File: src/sts_defs.svh
// Constants for the ten-bit I2C slave receive engine.
// Assumes the includer is SystemVerilog; definitions only.
`ifndef STS_DEFS_SVH
`define STS_DEFS_SVH
`define STS_HIGH_PREFIX 5'h1_E
`define STS_BIT_LAST 4'h7
`define STS_ACK_SLOT 4'h1
`define STS_BYTE_W 8
`define STS_RST_BYTE 8'h00
`endif

File: src/sts_pkg.sv
// Types for the ten-bit I2C slave receive engine.
// Assumes sts_defs.svh is available to the design files.
package sts_pkg;
  typedef enum logic [2:0] {
    ST_IDLE,
    ST_HIGH,
    ST_LOW,
    ST_DATA,
    ST_SKIP
  } sts_phase_e;
endpackage

File: src/sts_i2c_slave.sv
// Ten-bit addressed I2C slave receiver with flags and clock stretching.
// Assumes SCL/SDA arrive asynchronously and are open drain outside;
// software-side strobes are one-cycle pulses on the clock domain.
`timescale 1ns/1ps
`include "sts_defs.svh"
module sts_i2c_slave (
  input wire logic clock,
  input wire logic sys_rst,
  input wire logic sclIn,
  input wire logic sdaIn,
  output logic sclOut,
  output logic sclOe,
  output logic sdaOut,
  output logic sdaOe,
  input wire logic startIntEnable,
  input wire logic stretchEnable,
  input wire logic [7:0] ownAddrWrData,
  input wire logic ownAddrWrite,
  input wire logic bufferRead,
  input wire logic eventClear,
  input wire logic releaseSet,
  output logic [7:0] ownAddress,
  output logic [7:0] shiftBuffer,
  output logic bufferFull,
  output logic eventFlag,
  output logic startSeen,
  output logic stopSeen,
  output logic addrUpdateNeeded,
  output logic clockRelease
);
  logic [2:0] sclSync;
  logic [2:0] sdaSync;
  logic sclState;
  logic sdaState;
  logic sclPrev;
  logic sdaPrev;
  sts_pkg::sts_phase_e phase;
  sts_pkg::sts_phase_e next_phase;
  logic [3:0] bitCount;
  logic [3:0] next_bitCount;
  logic [7:0] shiftReg;
  logic [7:0] next_shiftReg;
  logic ackPhase;
  logic next_ackPhase;
  logic ackDrive;
  logic next_ackDrive;
  logic [1:0] highTopBits;
  logic [1:0] next_highTopBits;
  logic [7:0] next_ownAddress;
  logic [7:0] next_shiftBuffer;
  logic next_bufferFull;
  logic next_eventFlag;
  logic next_startSeen;
  logic next_stopSeen;
  logic next_addrUpdateNeeded;
  logic next_clockRelease;
  logic next_sclOe;
  logic next_sdaOe;
  logic sclRise;
  logic sclFall;
  logic startCond;
  logic stopCond;
  logic byteDone;
  logic [7:0] fullByte;

  // Stable once second and third stages agree; first stage feeds only the second
  always_ff @(posedge clock or posedge sys_rst)
  begin
    if (sys_rst)
    begin
      sclSync <= 3'h7;
      sdaSync <= 3'h7;
      sclState <= 1'b1;
      sdaState <= 1'b1;
      sclPrev <= 1'b1;
      sdaPrev <= 1'b1;
    end
    else
    begin
      sclSync <= {sclSync[1:0], sclIn};
      sdaSync <= {sdaSync[1:0], sdaIn};
      if (sclSync[1] == sclSync[2])
      begin
        sclState <= sclSync[2];
      end
      if (sdaSync[1] == sdaSync[2])
      begin
        sdaState <= sdaSync[2];
      end
      sclPrev <= sclState;
      sdaPrev <= sdaState;
    end
  end

  assign sclRise = sclState & ~sclPrev;
  assign sclFall = ~sclState & sclPrev;
  assign startCond = sclState & sclPrev & sdaPrev & ~sdaState;
  assign stopCond = sclState & sclPrev & ~sdaPrev & sdaState;
  assign fullByte = {shiftReg[6:0], sdaState};
  assign byteDone = sclRise & ~ackPhase & (bitCount == `STS_BIT_LAST);

  always_comb
  begin
    next_phase = phase;
    next_bitCount = bitCount;
    next_shiftReg = shiftReg;
    next_ackPhase = ackPhase;
    next_ackDrive = ackDrive;
    next_highTopBits = highTopBits;
    next_ownAddress = ownAddress;
    next_shiftBuffer = shiftBuffer;
    next_bufferFull = bufferFull;
    next_eventFlag = eventFlag;
    next_startSeen = startSeen;
    next_stopSeen = stopSeen;
    next_addrUpdateNeeded = addrUpdateNeeded;
    next_clockRelease = clockRelease;
    // Software side effects first; hardware sets below win over clears
    if (eventClear)
    begin
      next_eventFlag = 1'b0;
    end
    if (bufferRead)
    begin
      next_bufferFull = 1'b0;
    end
    if (ownAddrWrite)
    begin
      next_ownAddress = ownAddrWrData;
      next_addrUpdateNeeded = 1'b0;
      next_clockRelease = 1'b1;
    end
    if (releaseSet)
    begin
      next_clockRelease = 1'b1;
    end
    if (startCond)
    begin
      next_phase = sts_pkg::ST_HIGH;
      next_bitCount = 4'h0;
      next_ackPhase = 1'b0;
      next_ackDrive = 1'b0;
      next_startSeen = 1'b1;
      next_stopSeen = 1'b0;
      if (startIntEnable)
      begin
        next_eventFlag = 1'b1;
      end
    end
    else if (stopCond)
    begin
      next_phase = sts_pkg::ST_IDLE;
      next_ackDrive = 1'b0;
      next_startSeen = 1'b0;
      next_stopSeen = 1'b1;
    end
    else if (phase != sts_pkg::ST_IDLE)
    begin
      if (sclRise && !ackPhase)
      begin
        next_shiftReg = fullByte;
        next_bitCount = bitCount + 4'h1;
      end
      if (byteDone)
      begin
        next_ackPhase = 1'b1;
        next_bitCount = 4'h0;
        case (phase)
          sts_pkg::ST_HIGH:
          begin
            // Only writes take the ten-bit receive path here
            if (fullByte[7:3] == `STS_HIGH_PREFIX && fullByte[2:1] == ownAddress[2:1] && !fullByte[0])
            begin
              next_highTopBits = fullByte[2:1];
              next_addrUpdateNeeded = 1'b1;
              next_ackDrive = 1'b1;
              next_shiftBuffer = fullByte;
              next_bufferFull = 1'b1;
              next_phase = sts_pkg::ST_LOW;
            end
            else
            begin
              next_phase = sts_pkg::ST_SKIP;
            end
          end
          sts_pkg::ST_LOW:
          begin
            next_addrUpdateNeeded = 1'b1;
            if (fullByte == ownAddress)
            begin
              next_ackDrive = 1'b1;
              next_shiftBuffer = fullByte;
              next_bufferFull = 1'b1;
              next_phase = sts_pkg::ST_DATA;
            end
            else
            begin
              next_eventFlag = 1'b1;
              next_phase = sts_pkg::ST_SKIP;
            end
          end
          sts_pkg::ST_DATA:
          begin
            next_ackDrive = 1'b1;
            next_shiftBuffer = fullByte;
            next_bufferFull = 1'b1;
          end
          default:
          begin
            next_ackDrive = 1'b0;
          end
        endcase
      end
      // Eighth fall opens the acknowledge slot, so SDA only moves while SCL is low
      if (ackPhase && sclFall && bitCount != `STS_ACK_SLOT)
      begin
        next_bitCount = `STS_ACK_SLOT;
      end
      // Event rises at the end of the ninth pulse, after the acknowledge
      else if (ackPhase && sclFall)
      begin
        next_ackPhase = 1'b0;
        next_ackDrive = 1'b0;
        next_bitCount = 4'h0;
        if (phase != sts_pkg::ST_SKIP)
        begin
          next_eventFlag = 1'b1;
          if (phase == sts_pkg::ST_LOW && highTopBits == ownAddress[2:1])
          begin
            // High byte ack done: hold SCL until the low address is loaded
            next_clockRelease = 1'b0;
          end
          else if (phase == sts_pkg::ST_DATA && stretchEnable)
          begin
            next_clockRelease = 1'b0;
          end
        end
      end
    end
  end

  // SCL is held low while release bit is clear; SDA pulls low for acknowledge
  always_comb
  begin
    next_sclOe = ~next_clockRelease;
    next_sdaOe = next_ackDrive & next_ackPhase & (next_bitCount == `STS_ACK_SLOT);
  end

  always_ff @(posedge clock or posedge sys_rst)
  begin
    if (sys_rst)
    begin
      phase <= sts_pkg::ST_IDLE;
      bitCount <= 4'h0;
      shiftReg <= `STS_RST_BYTE;
      ackPhase <= 1'b0;
      ackDrive <= 1'b0;
      highTopBits <= 2'h0;
      ownAddress <= `STS_RST_BYTE;
      shiftBuffer <= `STS_RST_BYTE;
      bufferFull <= 1'b0;
      eventFlag <= 1'b0;
      startSeen <= 1'b0;
      stopSeen <= 1'b0;
      addrUpdateNeeded <= 1'b0;
      clockRelease <= 1'b1;
      sclOe <= 1'b0;
      sdaOe <= 1'b0;
      sclOut <= 1'b0;
      sdaOut <= 1'b0;
    end
    else
    begin
      phase <= next_phase;
      bitCount <= next_bitCount;
      shiftReg <= next_shiftReg;
      ackPhase <= next_ackPhase;
      ackDrive <= next_ackDrive;
      highTopBits <= next_highTopBits;
      ownAddress <= next_ownAddress;
      shiftBuffer <= next_shiftBuffer;
      bufferFull <= next_bufferFull;
      eventFlag <= next_eventFlag;
      startSeen <= next_startSeen;
      stopSeen <= next_stopSeen;
      addrUpdateNeeded <= next_addrUpdateNeeded;
      clockRelease <= next_clockRelease;
      sclOe <= next_sclOe;
      sdaOe <= next_sdaOe;
      sclOut <= 1'b0;
      sdaOut <= 1'b0;
    end
  end
endmodule // sts_i2c_slave

File: config.mk
export PLATFORM = sky130hd
export DESIGN_NAME = sts_i2c_slave
export DESIGN_NICKNAME = d
export VERILOG_FILES = /design/src/sts_pkg.sv /design/src/sts_i2c_slave.sv
export VERILOG_INCLUDE_DIRS = /design/src
export SDC_FILE = /design/constraint.sdc
export NUM_CORES = 1
export LEC_CHECK = 0
export ABC_AREA = 1
export BUFFER_PORTS_ARGS = -buffer_cell sky130_fd_sc_hd__buf_2
export CORE_ASPECT_RATIO = 0.5
export CORE_UTILIZATION = 40
export CTS_BUF_LIST = sky130_fd_sc_hd__clkbuf_16
export CTS_CLUSTER_DIAMETER = 60
export CTS_CLUSTER_SIZE = 8
export DETAILED_ROUTE_END_ITERATION = 7
export MAX_ROUTING_LAYER = met4
export PLACE_DENSITY = 0.66
export RECOVER_POWER = 25
export SYNTH_ARGS = -nofsm -noshare
export SYNTH_HDL_FRONTEND = slang
export SYNTH_SLANG_ARGS = --single-unit
File: constraint.sdc
create_clock -name clock -period 3.1 [get_ports clock]
set_input_delay 0.62 -clock clock [delete_from_list [all_inputs] [get_ports clock]]
set_output_delay 0.62 -clock clock [all_outputs]
set_load 0.03 [all_outputs]
==> run summary <==
Worst slack at placement -> 1.390 ns
Final Hold Vio Count -> 0
CP max stage delay -> 1.28 ns
Total Neg Setup Slack -> 0 ns
Tmin final -> 1.986 ns
Sequential share of the synthesized area -> 52.34%
Min-Delay Startpoint -> sdaSync[0]
Share of cells above drive strength 1 -> 23.72%
Yosys reg bits -> 52
Synth top area share -> 40.84%
Clock root buffer -> clkbuf_16
Initial DRT Pass Iterations -> 5
Initial Util -> 43.67%
Critical path's top delay family -> buffers and inverters
Worst r2r src -> sclState
Pleak -> 1.526 nW
Post-synth top flop -> dfrtp_1
Reg2Reg Depth -> 8
Post-CTS sizing -> 0
First-pass GRT wire length -> 8763 µm
RSZ-0062 raised after global routing -> no
CP Class -> input port to async pin
PD cells -> 804.8 nW/µm²
Worst EP arrival -> 2.03 ns
Critical Path RT -> 3.15 ns
Critical-path cell list -> buf_2 -> inv_1
Largest net degree at the start of global routing -> 51
Final setup viols -> 0
Critical Path Sink Type -> async pin
Synth Instances -> 287
Cell taking the most area after synthesis -> dfrtp_1
Synth warnings -> 0
Crit-path max FO -> 50
Max-cap check violation count -> 1
Area growth syn-to-layout -> 16.14%
Residual DRC -> 0
Outcome -> complete, but fails checks
Max Buffers Root-to-Sink -> 2
CP startpoint kind -> input port
Row count -> 19
Mapped Area -> 2512 µm²
Top-count cell post-synth -> nand2_1
Vias in the first global route -> 1,917
Detailed Route WL -> 5063 µm
I/O pins -> 44
Final std cells w/o fill -> 417
Via-to-Cell Ratio -> 4.683
Antenna viol nets, final -> 0
Synth top area cells -> dfrtp_1 (41%), nand2_1 (13%), dfstp_2 (12%)
Worst-margin pin slew -> 1.831 ns
Worst-path clk slew -> 0.06 ns
Max-slew violations -> 51
CTS Buf Count -> 5
Slowest cell on crit path -> inv_1
Number of flops mapped to enable cells by yosys -> 0
Synth Area per Inst -> 8.754 µm²
Die W -> 114.1 µm
Hold buffers post-CTS -> 0
Total track usage -> 17.54%
Hold Crit Depth -> 0
Buf/Inv on CP -> 2
RD Place Congestion -> 0.8806
Port-buffer cells -> 41
Clock Skew -> 0.005052 ns
Die ar. -> 6621 µm²
Initial antenna violation count -> 0
Net count, final -> 352
Per-cell routed wire length -> 12.14 µm
Core region area -> 5753 µm²
Dpl cells -> 409
CTS sink cnt -> 52
Maximum operating frequency -> 503.6 MHz
DR vias -> 1,953
CTS tree -> yes
Die H -> 58.04 µm
H-tree levels -> 2
Worst reg2reg endpoint -> sdaOe
Iteration-0 DRC Markers -> 73
Post-synthesis cell type count -> 34
Worst hold path type -> flop to flop
Failing checks -> capacitance limit, slew limit
Worst-Skew Late Latency -> 0.29 ns
Total congestion overflow -> 0
Antenna diodes -> 0
Final Cycle Share -> 64.06%
Postcts setup bufs -> 0
Post-synthesis async set-or-reset flop share -> 100.0%
Hold Path Sink -> sdaSync[1]
Setup crit start -> sys_rst
Hpwl dp -> 3762 µm
Synth top cells by count -> nand2_1 (88), dfrtp_1 (41), inv_1 (35)
Worst vdd ir -> 304.4 µV
Relative slew slack -> -22.20%
Reg2reg setup slack -> 1.15 ns
Final setup margin -> 1.114 ns
==> worst max-delay path by stage <==
stage / end / slack (ns) / cells past startpoint
after global placement: sdaOe / 1.42 / 8
after floorplan: ackDrive / 1.24 / 1
final: shiftReg[0] / 1.11 / 2
after global routing: ackDrive / 0.65 / 2
after CTS: sdaOe / 1.37 / 8
after detailed placement: sdaOe / 1.39 / 8
==> logic make-up after synthesis <==
group	Yosys count	share of synthesized area (%)
other cells	1	0.1493
xor+xnor	4	1.394
compound gates	42	10.16
buf+inv	45	7.470
simple gates	139	26.69
fa+ha+maj	4	1.793
flops	52	52.34
==> cell usage in the layout, fill, tap and decap left out, types with 5 or more instances in the layout <==
master	netlist	routed
nand2_1	88	88
dfrtp_1	41	41
nor2_1	18	18
inv_1	35	36
inv_2	5	5
o21ai_0	21	21
dfstp_2	11	8
clkbuf_16	0	5
a21oi_1	5	5
buf_2	0	40
nand3_1	6	8
o21a_1	8	8
nand2_2	6	6
==> sequential cells by signal (all words and copies together) (netlist names), 2 cells and up <==
register,cells
highTopBits,2
bitCount,4
shiftBuffer,8
sdaSync,3
phase,3
shiftReg,7
ownAddress,8
sclSync,3
==> routing by layer <==
metal / vias up / wire, µm / share of wire (%) / GRT usage, %
met5: - / 0 / 0 / -
met4: 0 / 49 / 0.97 / 3.896
met3: 8 / 230 / 4.5 / 2.824
met2: 52 / 2453 / 48 / 29.44
met1: 904 / 2329 / 46 / 22.71
li1: 989 / - / - / -
==> power by group <==
group / internal (mW) / leakage (nW) / total (mW) / switching [mW]
Sequential: 0.845 / 0.647 / 0.983 / 0.137
Clock: 0.294 / 0.0687 / 0.530 / 0.236
Combinational: 0.273 / 0.811 / 0.836 / 0.563
Total: 1.41 / 1.53 / 2.35 / 0.936
==> final cells by class <==
cell class / instances / area, µm²
Timing Repair Buffer: 42 / 211.5
Clock buffer: 5 / 125.1
Sequential cell: 52 / 1315
Tap cell: 84 / 105.1
Multi-Input combinational cell: 191 / 996.0
Clock inverter: 3 / 15.01
Inverter: 40 / 150.1
Fill cell: 558 / 2835
==> per-stage QoR <==
| stage | hold WS, ns | utilization [%] | cell area (µm²) | power [mW] |
|---|---|---|---|---|
| final | 0.3608 | 50.72 | 2918 | 2.348 |
| after global routing | 0.3664 | 50.72 | 2918 | 2.515 |
| after CTS | 0.3567 | 51.04 | 2937 | 2.372 |
| after detailed placement | 0.3472 | 48.61 | 2796 | 1.841 |
| after global placement | 0.3453 | 48.61 | 2796 | 1.822 |
| after floorplan | 0.3452 | - | 2516 | 1.628 |
Note: power is estimated with default switching activity, not from simulation.
